$ cat src/include/fqgt_consts.svh
// query table word addresses, values and address width
`ifndef FQGT_CONSTS_SVH
`define FQGT_CONSTS_SVH
`define FQGT_ADDR_W        9
`define FQGT_GEO_BASE      9'h027
`define FQGT_GEO_LAST      9'h030
`define FQGT_EXT_BASE      9'h10A
`define FQGT_EXT_LAST      9'h142
`define FQGT_SIZE_256      8'h19
`define FQGT_SIZE_512      8'h1A
`define FQGT_SIZE_1G       8'h1B
`define FQGT_FEAT_SEP      8'hE6
`define FQGT_FEAT_SHR      8'h66
`define FQGT_PAGE_SEP      8'h05
`define FQGT_PAGE_SHR      8'h00
`define FQGT_SYNC_SEP      8'h03
`define FQGT_SYNC_SHR      8'h02
`define FQGT_BURST_CONT    3'h7
`define FQGT_UPPER_BYTE    8'h00
`endif

$ cat src/include/fqgt_pkg.sv
// types shared by the query table modules
package fqgt_pkg;
	typedef enum logic [1:0] {
		FQGT_D256,
		FQGT_D512,
		FQGT_D1G
	} fqgt_density_e;
	typedef logic [8:0] fqgt_addr_t;
	typedef logic [7:0] fqgt_byte_t;
endpackage

$ cat src/include/fqgt_rom_if.sv
// lookup request and answer between the read port and the table rom
`timescale 1ns/1ps
interface fqgt_rom_if;
	import fqgt_pkg::*;
	fqgt_addr_t    addr;
	fqgt_density_e density;
	logic          sep_bus;
	fqgt_byte_t    data;
	modport client (output addr, output density, output sep_bus, input data);
	modport rom    (input addr, input density, input sep_bus, output data);
endinterface

$ cat src/logic/fqgt_burst_enc.sv
// encodes a burst length in words into its capability code
`timescale 1ns/1ps
`include "fqgt_consts.svh"
module fqgt_burst_enc
	import fqgt_pkg::*;
(
	input  wire logic [4:0] len_log2,
	input  wire logic       continuous,
	output logic      [2:0] code
);
	always_comb begin
		if (continuous) begin
			code = `FQGT_BURST_CONT;
		end else begin
			code = 3'(len_log2 - 5'h01);
		end
	end
endmodule

$ cat src/logic/fqgt_query.sv
// registered query read port of the geometry and extended table
`timescale 1ns/1ps
`include "fqgt_consts.svh"
// What this block does
// table byte drives low data byte, upper byte always zero.
// word 27h gives log2 device bytes: 19h, 1Ah or 1Bh by density.
// words 28h, 29h give bus width code 01h, 00h meaning x16.
// words 2Ah, 2Bh give write buffer log2 size 0Ah, 00h.
// word 2Ch gives one erase block region.
// words 2Dh-30h give block count minus one and 256-byte size units.
// extended table at 10Ah starts with tag string and version 1.4.
// words 10Fh-112h give feature bits, page read bit by bus variant.
// word 113h reports program allowed during erase suspend.
// word 114h gives block status mask 33h, 115h zero.
// words 116h and 117h give supply voltages 18h and 90h.
// word 118h gives two otp fields; first field 80h,00h,03h,03h.
// second protection field 89h, six zeros, then 10h,00h,04h.
// word 127h gives page read size 05h or 00h by variant.
// word 128h gives three burst configs: 02h, 03h, 07h.
// burst code n means 2^(n+1) words, 07h continuous.
// words 12Ch-131h give partition region count, size and ops.
// words 132h-138h give cross-partition ops and block region.
// words 139h-13Ch give endurance, cell bits and read modes.
// words 13Dh-142h give programming region data.
// undefined addresses and reserved bits read as zero.
module fqgt_query
	import fqgt_pkg::*;
(
	input  wire logic          clk,
	input  wire logic          rst,
	input  wire logic          query_mode,
	input  wire logic          rd_en,
	input  wire logic [8:0]    word_addr,
	input  wire fqgt_density_e density,
	input  wire logic          separate_bus_variant,
	output logic      [15:0]   dq_out,
	output logic               dq_oe,
	output logic               rd_valid
);
	fqgt_rom_if rom_bus ();
	logic [15:0] dq_r;
	logic [15:0] dq_nxt;
	logic        oe_r;
	logic        oe_nxt;
	logic        vld_r;
	logic        vld_nxt;

	assign rom_bus.addr    = word_addr;
	assign rom_bus.density = density;
	assign rom_bus.sep_bus = separate_bus_variant;

	fqgt_rom u_rom (.bus(rom_bus.rom));

	always_comb begin
		dq_nxt  = dq_r;
		oe_nxt  = 1'b0;
		vld_nxt = 1'b0;
		if (query_mode && rd_en) begin
			dq_nxt  = {`FQGT_UPPER_BYTE, rom_bus.data};
			oe_nxt  = 1'b1;
			vld_nxt = 1'b1;
		end
	end

	always_ff @(posedge clk or posedge rst) begin
		if (rst) begin
			dq_r  <= 16'h0000;
			oe_r  <= 1'b0;
			vld_r <= 1'b0;
		end else begin
			dq_r  <= dq_nxt;
			oe_r  <= oe_nxt;
			vld_r <= vld_nxt;
		end
	end

	assign dq_out   = dq_r;
	assign dq_oe    = oe_r;
	assign rd_valid = vld_r;

	a_upper_zero: assert property (@(posedge clk) disable iff (rst) rd_valid |-> dq_out[15:8] == 8'h00)
		else $error("upper byte not zero");
	a_size_code: assert property (@(posedge clk) disable iff (rst)
		(query_mode && rd_en && word_addr == 9'h027 && density == FQGT_D512) |=> dq_out == 16'h001A)
		else $error("device size code wrong");
	a_size_small: assert property (@(posedge clk) disable iff (rst)
		(query_mode && rd_en && word_addr == 9'h027 && density == FQGT_D256) |=> dq_out == 16'h0019)
		else $error("small device size code wrong");
	a_width_code: assert property (@(posedge clk) disable iff (rst)
		(query_mode && rd_en && word_addr == 9'h028) |=> dq_out == 16'h0001)
		else $error("width code wrong");
	a_buffer_size: assert property (@(posedge clk) disable iff (rst)
		(query_mode && rd_en && word_addr == 9'h02A) |=> dq_out == 16'h000A)
		else $error("buffer size wrong");
	a_region_count: assert property (@(posedge clk) disable iff (rst)
		(query_mode && rd_en && word_addr == 9'h02C) |=> dq_out == 16'h0001)
		else $error("region count wrong");
	a_block_count: assert property (@(posedge clk) disable iff (rst)
		(query_mode && rd_en && word_addr == 9'h02E && density == FQGT_D1G) |=> dq_out == 16'h0001)
		else $error("block count high byte wrong");
	a_block_small: assert property (@(posedge clk) disable iff (rst)
		(query_mode && rd_en && word_addr == 9'h02D && density == FQGT_D256) |=> dq_out == 16'h007F)
		else $error("block count low byte wrong");
	a_tag_start: assert property (@(posedge clk) disable iff (rst)
		(query_mode && rd_en && word_addr == 9'h10A) |=> dq_out == 16'h0050)
		else $error("extended tag wrong");
	a_feature_var: assert property (@(posedge clk) disable iff (rst)
		(query_mode && rd_en && word_addr == 9'h10F) |=> dq_out[7] == $past(separate_bus_variant))
		else $error("page read feature bit wrong");
	a_feature_hi: assert property (@(posedge clk) disable iff (rst)
		(query_mode && rd_en && word_addr == 9'h110) |=> dq_out == 16'h0007)
		else $error("feature second byte wrong");
	a_suspend_prog: assert property (@(posedge clk) disable iff (rst)
		(query_mode && rd_en && word_addr == 9'h113) |=> dq_out == 16'h0001)
		else $error("suspend support wrong");
	a_status_mask: assert property (@(posedge clk) disable iff (rst)
		(query_mode && rd_en && word_addr == 9'h114) |=> dq_out == 16'h0033)
		else $error("status mask wrong");
	a_core_volts: assert property (@(posedge clk) disable iff (rst)
		(query_mode && rd_en && word_addr == 9'h116) |=> dq_out == 16'h0018)
		else $error("core supply code wrong");
	a_prog_volts: assert property (@(posedge clk) disable iff (rst)
		(query_mode && rd_en && word_addr == 9'h117) |=> dq_out == 16'h0090)
		else $error("programming supply code wrong");
	a_otp_fields: assert property (@(posedge clk) disable iff (rst)
		(query_mode && rd_en && word_addr == 9'h118) |=> dq_out == 16'h0002)
		else $error("otp field count wrong");
	a_otp_lock: assert property (@(posedge clk) disable iff (rst)
		(query_mode && rd_en && word_addr == 9'h119) |=> dq_out == 16'h0080)
		else $error("otp lock address wrong");
	a_prot_lock: assert property (@(posedge clk) disable iff (rst)
		(query_mode && rd_en && word_addr == 9'h11D) |=> dq_out == 16'h0089)
		else $error("protection lock address wrong");
	a_page_size: assert property (@(posedge clk) disable iff (rst)
		(query_mode && rd_en && word_addr == 9'h127 && !separate_bus_variant) |=> dq_out == 16'h0000)
		else $error("page size wrong");
	a_burst_count: assert property (@(posedge clk) disable iff (rst)
		(query_mode && rd_en && word_addr == 9'h128) |=> dq_out == 16'h0003)
		else $error("burst config count wrong");
	a_burst_eight: assert property (@(posedge clk) disable iff (rst)
		(query_mode && rd_en && word_addr == 9'h129) |=> dq_out == 16'h0002)
		else $error("eight word burst code wrong");
	a_burst_cont: assert property (@(posedge clk) disable iff (rst)
		(query_mode && rd_en && word_addr == 9'h12B) |=> ##0 rd_valid && dq_out == 16'h0007)
		else $error("continuous burst code wrong");
	a_part_ops: assert property (@(posedge clk) disable iff (rst)
		(query_mode && rd_en && word_addr == 9'h131) |=> dq_out == 16'h0011)
		else $error("partition op counts wrong");
	a_part_blocks: assert property (@(posedge clk) disable iff (rst)
		(query_mode && rd_en && word_addr == 9'h135 && density == FQGT_D256) |=> dq_out == 16'h000F)
		else $error("partition block count wrong");
	a_sync_modes: assert property (@(posedge clk) disable iff (rst)
		(query_mode && rd_en && word_addr == 9'h13C && separate_bus_variant) |=> dq_out == 16'h0003)
		else $error("read mode flags wrong");
	a_prog_region: assert property (@(posedge clk) disable iff (rst)
		(query_mode && rd_en && word_addr == 9'h13D) |=> dq_out == 16'h000A)
		else $error("programming region size wrong");
	a_undef_zero: assert property (@(posedge clk) disable iff (rst)
		(query_mode && rd_en && word_addr == 9'h1FF) |=> dq_out == 16'h0000)
		else $error("undefined address not zero");
	a_idle_quiet: assert property (@(posedge clk) disable iff (rst) !(query_mode && rd_en) |=> !dq_oe && !rd_valid)
		else $error("output driven without read");
endmodule

$ cat src/logic/fqgt_rom.sv
// combinational query table contents
`timescale 1ns/1ps
`include "fqgt_consts.svh"
module fqgt_rom
	import fqgt_pkg::*;
(
	fqgt_rom_if.rom bus
);
	logic [2:0] burst_code [3];
	genvar      g;
	generate
		// burst codes for 8 words, 16 words and continuous
		for (g = 0; g < 3; g++) begin : g_burst
			fqgt_burst_enc u_enc (
				.len_log2   (5'(g + 3)),
				.continuous (g == 2),
				.code       (burst_code[g])
			);
		end
	endgenerate
	always_comb begin
		case (bus.addr)
			9'h027: begin
				case (bus.density)
					FQGT_D256: bus.data = `FQGT_SIZE_256;
					FQGT_D512: bus.data = `FQGT_SIZE_512;
					default:   bus.data = `FQGT_SIZE_1G;
				endcase
			end
			9'h028: bus.data = 8'h01;
			9'h02A: bus.data = 8'h0A;
			9'h02C: bus.data = 8'h01;
			9'h02D: bus.data = (bus.density == FQGT_D256) ? 8'h7F : 8'hFF;
			9'h02E: bus.data = (bus.density == FQGT_D256 || bus.density == FQGT_D512) ? 8'h00 : 8'h01;
			9'h030: bus.data = 8'h04;
			9'h10A: bus.data = 8'h50;
			9'h10B: bus.data = 8'h52;
			9'h10C: bus.data = 8'h49;
			9'h10D: bus.data = 8'h31;
			9'h10E: bus.data = 8'h34;
			9'h10F: bus.data = bus.sep_bus ? `FQGT_FEAT_SEP : `FQGT_FEAT_SHR;
			9'h110: bus.data = 8'h07;
			9'h113: bus.data = 8'h01;
			9'h114: bus.data = 8'h33;
			9'h116: bus.data = 8'h18;
			9'h117: bus.data = 8'h90;
			9'h118: bus.data = 8'h02;
			9'h119: bus.data = 8'h80;
			9'h11B: bus.data = 8'h03;
			9'h11C: bus.data = 8'h03;
			9'h11D: bus.data = 8'h89;
			9'h124: bus.data = 8'h10;
			9'h126: bus.data = 8'h04;
			9'h127: bus.data = bus.sep_bus ? `FQGT_PAGE_SEP : `FQGT_PAGE_SHR;
			9'h128: bus.data = 8'h03;
			9'h129: bus.data = {5'h00, burst_code[0]};
			9'h12A: bus.data = {5'h00, burst_code[1]};
			9'h12B: bus.data = {5'h00, burst_code[2]};
			9'h12C: bus.data = 8'h01;
			9'h12D: bus.data = 8'h16;
			9'h12F: bus.data = 8'h08;
			9'h131: bus.data = 8'h11;
			9'h134: bus.data = 8'h01;
			9'h135: begin
				case (bus.density)
					FQGT_D256: bus.data = 8'h0F;
					FQGT_D512: bus.data = 8'h1F;
					default:   bus.data = 8'h3F;
				endcase
			end
			9'h138: bus.data = 8'h04;
			9'h139: bus.data = 8'h64;
			9'h13B: bus.data = 8'h12;
			9'h13C: bus.data = bus.sep_bus ? `FQGT_SYNC_SEP : `FQGT_SYNC_SHR;
			9'h13D: bus.data = 8'h0A;
			9'h13F: bus.data = 8'h10;
			9'h141: bus.data = 8'h10;
			default: bus.data = 8'h00;
		endcase
	end
endmodule

$ cat config.mk
export PLATFORM = sky130hd
export DESIGN_NAME = fqgt_query
export DESIGN_NICKNAME = d
export VERILOG_FILES = /design/src/include/fqgt_pkg.sv /design/src/include/fqgt_rom_if.sv /design/src/logic/fqgt_burst_enc.sv /design/src/logic/fqgt_query.sv /design/src/logic/fqgt_rom.sv
export VERILOG_INCLUDE_DIRS = /design/src /design/src/include
export SDC_FILE = /design/constraint.sdc
export NUM_CORES = 1
export LEC_CHECK = 0
export ABC_AREA = 1
export BUFFER_PORTS_ARGS = -buffer_cell sky130_fd_sc_hd__clkbuf_2
export CORE_MARGIN = 2
export CORE_UTILIZATION = 46
export DETAILED_ROUTE_END_ITERATION = 8
export PLACE_DENSITY = 0.75
export SLEW_MARGIN = 40
export SYNTH_ARGS = -nofsm -noshare
export SYNTH_HDL_FRONTEND = slang
export SYNTH_SLANG_ARGS = --single-unit
export TNS_END_PERCENT = 1
$ cat constraint.sdc
create_clock -name clk -period 0.8 [get_ports clk]
set_input_delay 0.04 -clock clk [delete_from_list [all_inputs] [get_ports clk]]
set_output_delay 0.04 -clock clk [all_outputs]
set_load 0.05 [all_outputs]
==> results of run 1 <==
-- timing repair --
item                                   CTS  global route
endpoints found under the hold margin    9             0
hold buffers                             1             0
pin swaps                                6            14
buffers inserted                         0             6
gates cloned                             1             0
setup endpoints to repair               18            18
gates resized for setup                 44            66
-- stage by stage --
step | instance area [um2] | std cells | total power (uW)
6_report | 1910 | 310 | 1510
5_1_grt | 1910 | 310 | 1590
4_1_cts | 1710 | 304 | 1400
3_5_place_dp | 1500 | 298 | 974
3_3_place_gp | 1500 | 298 | 969
2_1_floorplan | 1260 | 233 | 831
-- power groups by stage --
stage,Sequential (uW),Clock (uW),Combinational [uW]
floorplan,532,0,299
global placement,483,0,486
detailed placement,484,0,490
CTS,478,358,562
global route,482,395,716
finish,482,351,681
-- cells in the final DEF, fill, tap and decap left out, types with 7 or more instances in the layout --
cell type  count
dfrtp_1        8
inv_2         12
inv_1         14
buf_4         27
nor2_4        11
conb_1         8
nor2_1        39
o21ai_0        7
nand2_1       61
nand2_4        7
buf_8         10
nor2_2        10
nand3_1       16
-- layer usage --
metal	global-route usage	part of all wire	up-vias
li1	-	-	791
met1	0.304	0.37	749
met2	0.381	0.48	116
met3	0.0442	0.10	20
met4	0.0592	0.041	0
met5	0	0	-
-- cell type report --
type                       count  share of cell area
timing repair buffer          52               0.256
sequential                     9               0.118
clock buffer                   4              0.0137
inverter                      31              0.0660
tap                           30              0.0196
multi-input combinational    184               0.527
-- cell usage after synthesis, drive strengths merged --
master  count  area (um2)
a21oi       2        10.0
buf        10        75.1
nand3      22         130
clkinv      1        3.75
nand2      74         295
o21a        1        7.51
nor2       60         274
o211ai      2        15.0
nand4       2        12.5
conb        1        3.75
inv        30         113
dfrtp       9         225
nand3b      2        15.0
o21ai      10        50.1
-- sequential cells by signal, indices dropped and copies added, names as in the netlist --
| name | cells |
|---|---|
| rd_valid | 1 |
| dq_out | 8 |
-- logic make-up after synthesis --
logic type / after synthesis
AOI/OAI and AO/OA: 15
DFF: 9
buffers and inverters: 41
other: 1
and+or+nand+nor: 160
-- worst reg2reg max path, stage by stage, from the launching register on --
cell and delay, ps:
dfrtp_1 410, nand2_1 80, nand2_1 60
-- how the worst max path moves through the flow --
stage	start	endpoint	slack, ps	depth (start not counted)
floorplan	word_addr[8]	dq_out[0]	-120	10
global placement	word_addr[1]	dq_out[1]	-410	10
detailed placement	word_addr[3]	dq_out[0]	-410	12
CTS	rd_valid	dq_oe	-90	1
global route	word_addr[0]	dq_out[4]	-230	10
finish	word_addr[0]	dq_out[4]	-120	10
==> impl_metrics.py, run 1 <==
metrics = {
    "power": {
        "power.switching_uw": 609,
        "switching_share": 0.403,
        "p_clk_frac": 0.232,
        "peakVddDrop_v": 0.00135,
        "sequentialPowerShare": 0.318,
        "leakage_uw": 0.00105,
        "intPower_uw": 903,
        "p_comb_frac": 0.450,
        "power.density_mw_per_mm2": 790,
    },
    "critical_path": {
        "r2r_cells": 2,
        "r2r_setup_slack_ps": 150,
        "worstPathArrival_ps": 1060,
        "worstSetupEndpointType": "register",
        "path_delay_family": "simple AND/OR/NAND/NOR gates",
        "cpPeakStageDelay_ps": 240,
        "cpMaxStageDelayCell": "o21ai_0",
        "r2r-end": "dq_out[0]",
        "start_kind": "input pin",
        "crit_chain": "buf_6 > inv_1 > nand2_1 > nor2_1 > o21ai_0 > nand2_1 > nor2_1 > nand3_1 > nand2_1 > nand2_1",
        "cp.required_ps": 940,
        "critical_path.max_fanout": 5,
        "crit_buf_inv": 2,
        "path_class": "in -> reg",
        "reg2reg_from": "dq_out[0]",
        "cpMostUsedCell": "nand2_1",
    },
    "drt": {
        "drc": 0,
        "wl_mm": 4.25,
        "viasPerCell": 5.41,
        "drt_iter0_drc": 136,
        "dr.pass1.iters": 6,
        "vias": 1676,
        "routedWlPerCell_um": 13.7,
        "antenna_left": 0,
    },
    "layout": {
        "regArea_um2": 226,
        "fillCellCount": 183,
        "area_delta_synth_final_pct": 55.6,
        "multi_input_comb_area_mm2": 0.00101,
        "post_route_cells_drive_above_1_share": 0.400,
        "final_util": 0.766,
        "diodes": 0,
        "nets": 297,
    },
    "outcome": {
        "outcome": "finished with violations",
        "violations": "negative setup slack",
    },
    "sta": {
        "setup_tns_ps": -1110,
        "max_freq_mhz": 1090,
        "maxSlewViolCount": 0,
        "finClkSkew_ps": 0,
        "fin_crit_sh": 1.15,
        "fin_crit_ps": 921,
        "setup_slack_ps": -121,
        "setup_viol": 17,
        "rsz0062_at_grt": "yes",
        "holdWs_ps": 174,
        "hold_viol_final": 0,
    },
    "clock_network": {
        "root_buffer": "clkbuf_4",
        "clock_sinks": 9,
        "cts-buffers-inserted": 3,
        "cts_tree": "done",
        "clkTransAtPathRegs_ps": 70,
        "clock_path_buffers": 2,
        "clk_latency_ps": 260,
        "cts.htree.levels": 1,
    },
    "grt": {
        "overflow": 0,
        "antenna_found_initial": 0,
        "grt_pass1_wl_mm": 5.69,
        "grt_pass1_vias": 1306,
        "grt_usage": 0.229,
        "grt_start_max_net_pins": 10,
    },
    "floorplanning": {
        "die_h_um": 55.7,
        "initial_core_util": 0.492,
        "io_pins": 34,
        "die_x_um": 55.7,
        "rows": 18,
        "dieArea_mm2": 0.00310,
        "core_mm2": 0.00250,
    },
    "hold_path": {
        "min_path_type": "in -> reg",
        "worstHoldEndpoint": "rd_valid",
        "hp-start": "rd_en",
        "hold_depth": 3,
    },
    "yosys": {
        "synth_fa_ha_area_frac": 0,
        "synthMuxAreaShare": 0,
        "yosys.area_share.simple": 0.591,
        "synth_cell_types": 22,
        "netlist_instances": 226,
        "syn_area_per_cell_um2": 5.44,
        "yosysSeqAreaShare": 0.183,
        "synth_xor_area_frac": 0,
        "ys_warn_count": 0,
        "synth_top_family_by_area": "simple AND/OR/NAND/NOR gates",
        "syn_area_mm2": 0.00123,
        "synth_seq_cells": 9,
        "synth_compound_area_frac": 0.0671,
    },
    "placement": {
        "post-place-ws_ps": -406,
        "hpwl_mm": 2.88,
        "io_buffers": 25,
        "routabilityCongestion": 0.985,
    },
    "run": {
        "max-cap-violations": 0,
    },
}
No activity file was read; power rests on OpenSTA's default activity.
==> run 2: changes to the inputs <==
SKIP_CTS_REPAIR_TIMING = 1   (was unset)
clock period = 1 ns   (was 0.8 ns; I/O delays follow)
==> run 2 against run 1 <==
The run now ends clean. Clock skew is the same. Core utilization shrank 11 points. Hold slack lost 57 ps. Clock power fell by 21%. Via count is 7.6% lower. Sequential share of layout area is 1.9 points higher. Critical path type is now reg -> out. Critical endpoint is now dq_out[4]. Largest cell class unchanged.
==> impl_metrics.py, run 2 (synthesized netlist as in run 1, its figures left out) <==
metrics = {
    "power": {
        "peakVddDrop_v": 0.000848,
        "leakage_uw": 0.000970,
        "power.density_mw_per_mm2": 669,
    },
    "grt": {
        "overflow": 0,
        "grt_usage": 0.228,
        "grt_start_max_net_pins": 10,
        "grt_pass1_vias": 1347,
        "grt_pass1_wl_mm": 5.78,
        "antenna_found_initial": 0,
    },
    "hold_path": {
        "hp-start": "rd_en",
        "min_path_type": "in -> reg",
    },
    "drt": {
        "drt_iter0_drc": 89,
        "highest_layer": "met4",
        "routedLengthMet1_mm": 1.49,
        "met2_length_mm": 1.72,
        "vias": 1549,
        "drc": 0,
        "viasPerCell": 5.03,
        "wl_mm": 3.56,
        "met3_length_um": 283,
        "dr.pass1.iters": 4,
        "antenna_left": 0,
        "routedWlPerCell_um": 11.5,
    },
    "sta": {
        "setup_tns_ps": 0,
        "rsz0062_at_grt": "yes",
        "setup_viol": 0,
        "finClkSkew_ps": 0,
        "fin_crit_sh": 0.945,
        "maxSlewViolCount": 0,
        "max_freq_mhz": 1060,
        "fin_crit_ps": 945,
        "hold_viol_final": 0,
    },
    "layout": {
        "largest_register_ffs": 8,
        "final_common_cell": "nand2_1",
        "nets": 295,
        "area_delta_synth_final_pct": 33.1,
        "fillCellCount": 246,
        "design_area_mm2": 0.00164,
        "final_cell_mix": "nand2_1 (65), nor2_1 (47), buf_4 (27)",
        "diodes": 0,
        "post_route_cells_drive_above_1_share": 0.313,
    },
    "critical_path": {
        "cpPeakStageDelay_ps": 350,
        "path_class": "reg -> out",
        "worstSetupEndpointType": "output pin",
        "r2r_setup_slack_ps": 390,
        "critical_path.max_fanout": 2,
        "worstPathArrival_ps": 890,
        "crit_start": "dq_out[4]",
        "path_delay_family": "flip-flops",
        "start_kind": "register",
        "reg2reg_from": "dq_out[4]",
        "cp.required_ps": 950,
        "crit_chain": "clkbuf_2",
        "crit_buf_inv": 1,
        "cpMaxStageDelayCell": "dfrtp_1",
    },
    "placement": {
        "routabilityCongestion": 0.962,
        "io_buffers": 25,
        "dpl_cell_area_mm2": 0.00152,
        "hpwl_mm": 2.85,
    },
    "floorplanning": {
        "core_mm2": 0.00250,
        "die_x_um": 55.7,
        "die_h_um": 55.7,
        "rows": 18,
        "io_pins": 34,
        "initial_core_util": 0.492,
        "dieArea_mm2": 0.00310,
    },
    "clock_network": {
        "clkTransAtPathRegs_ps": 60,
        "clk_latency_ps": 260,
        "clock_sinks": 9,
        "root_buffer": "clkbuf_4",
        "cts.htree.levels": 1,
        "cts-buffers-inserted": 3,
        "clock_path_buffers": 2,
        "cts_tree": "done",
    },
    "run": {
        "max-cap-violations": 0,
    },
    "outcome": {
        "outcome": "finished, final reports clean",
    },
}
[run 2: cell count changes in the layout (fill, tap and decap cells not counted), moves of 4 or more]
cell and delta:
clkbuf_2 +11, buf_8 -10, inv_1 +8, nor2_1 +8
inv_2 -5, nand2_4 -5, nor2_4 -5, buf_2 +4
nand2_1 +4
[run 2: final timing paths]
path | end | cells after the start
min in group asynchronous | dq_out[4] | 3
hold / removal | rd_valid | 3
hold reg to reg | dq_out[7] | 2
setup / recovery | dq_out[4] | 1
max in group asynchronous | dq_out[2] | 3
setup reg to reg | dq_out[4] | 2
[run 2: report_power, final]
part,internal (uW),switching (uW)
registers,375,5.19
logic,132,304
clock network,154,126
[run 2: worst register-to-register path, stage by stage, from the launching register on]
cell,delay (ps)
dfrtp_1,380
nand2_1,70
nand2_1,50
[run 2: cell type report]
cell class              count  area (um2)  share of cell area
clock buffers               4        26.3              0.0161
inverters                  31         119              0.0726
multi-input cells         184         903               0.552
flip-flops and latches      9         225               0.138
well taps                  30        37.5              0.0229
repair buffers             50         325               0.199
[run 2: through the flow]
| stage | instances | total power [uW] | hold WS [ps] | worst slack, ps | utilization |
|---|---|---|---|---|---|
| 6_report | 308 | 1100 | 117 | 55.2 | 0.655 |
| 5_1_grt | 308 | 1170 | 125 | -28.4 | 0.655 |
| 4_1_cts | 306 | 1060 | -278 | 49.1 | 0.620 |
| 3_5_place_dp | 302 | 786 | 1.21 | -219 | 0.610 |
| 3_3_place_gp | 302 | 783 | 2.46 | -208 | 0.610 |
| 2_1_floorplan | 233 | 663 | -122 | 13.5 | - |
[run 2: layer usage]
layer,up-vias,global-route usage
met3,14,0.0488
li1,785,-
met4,0,0.0627
met5,-,0
met1,671,0.305
met2,79,0.371
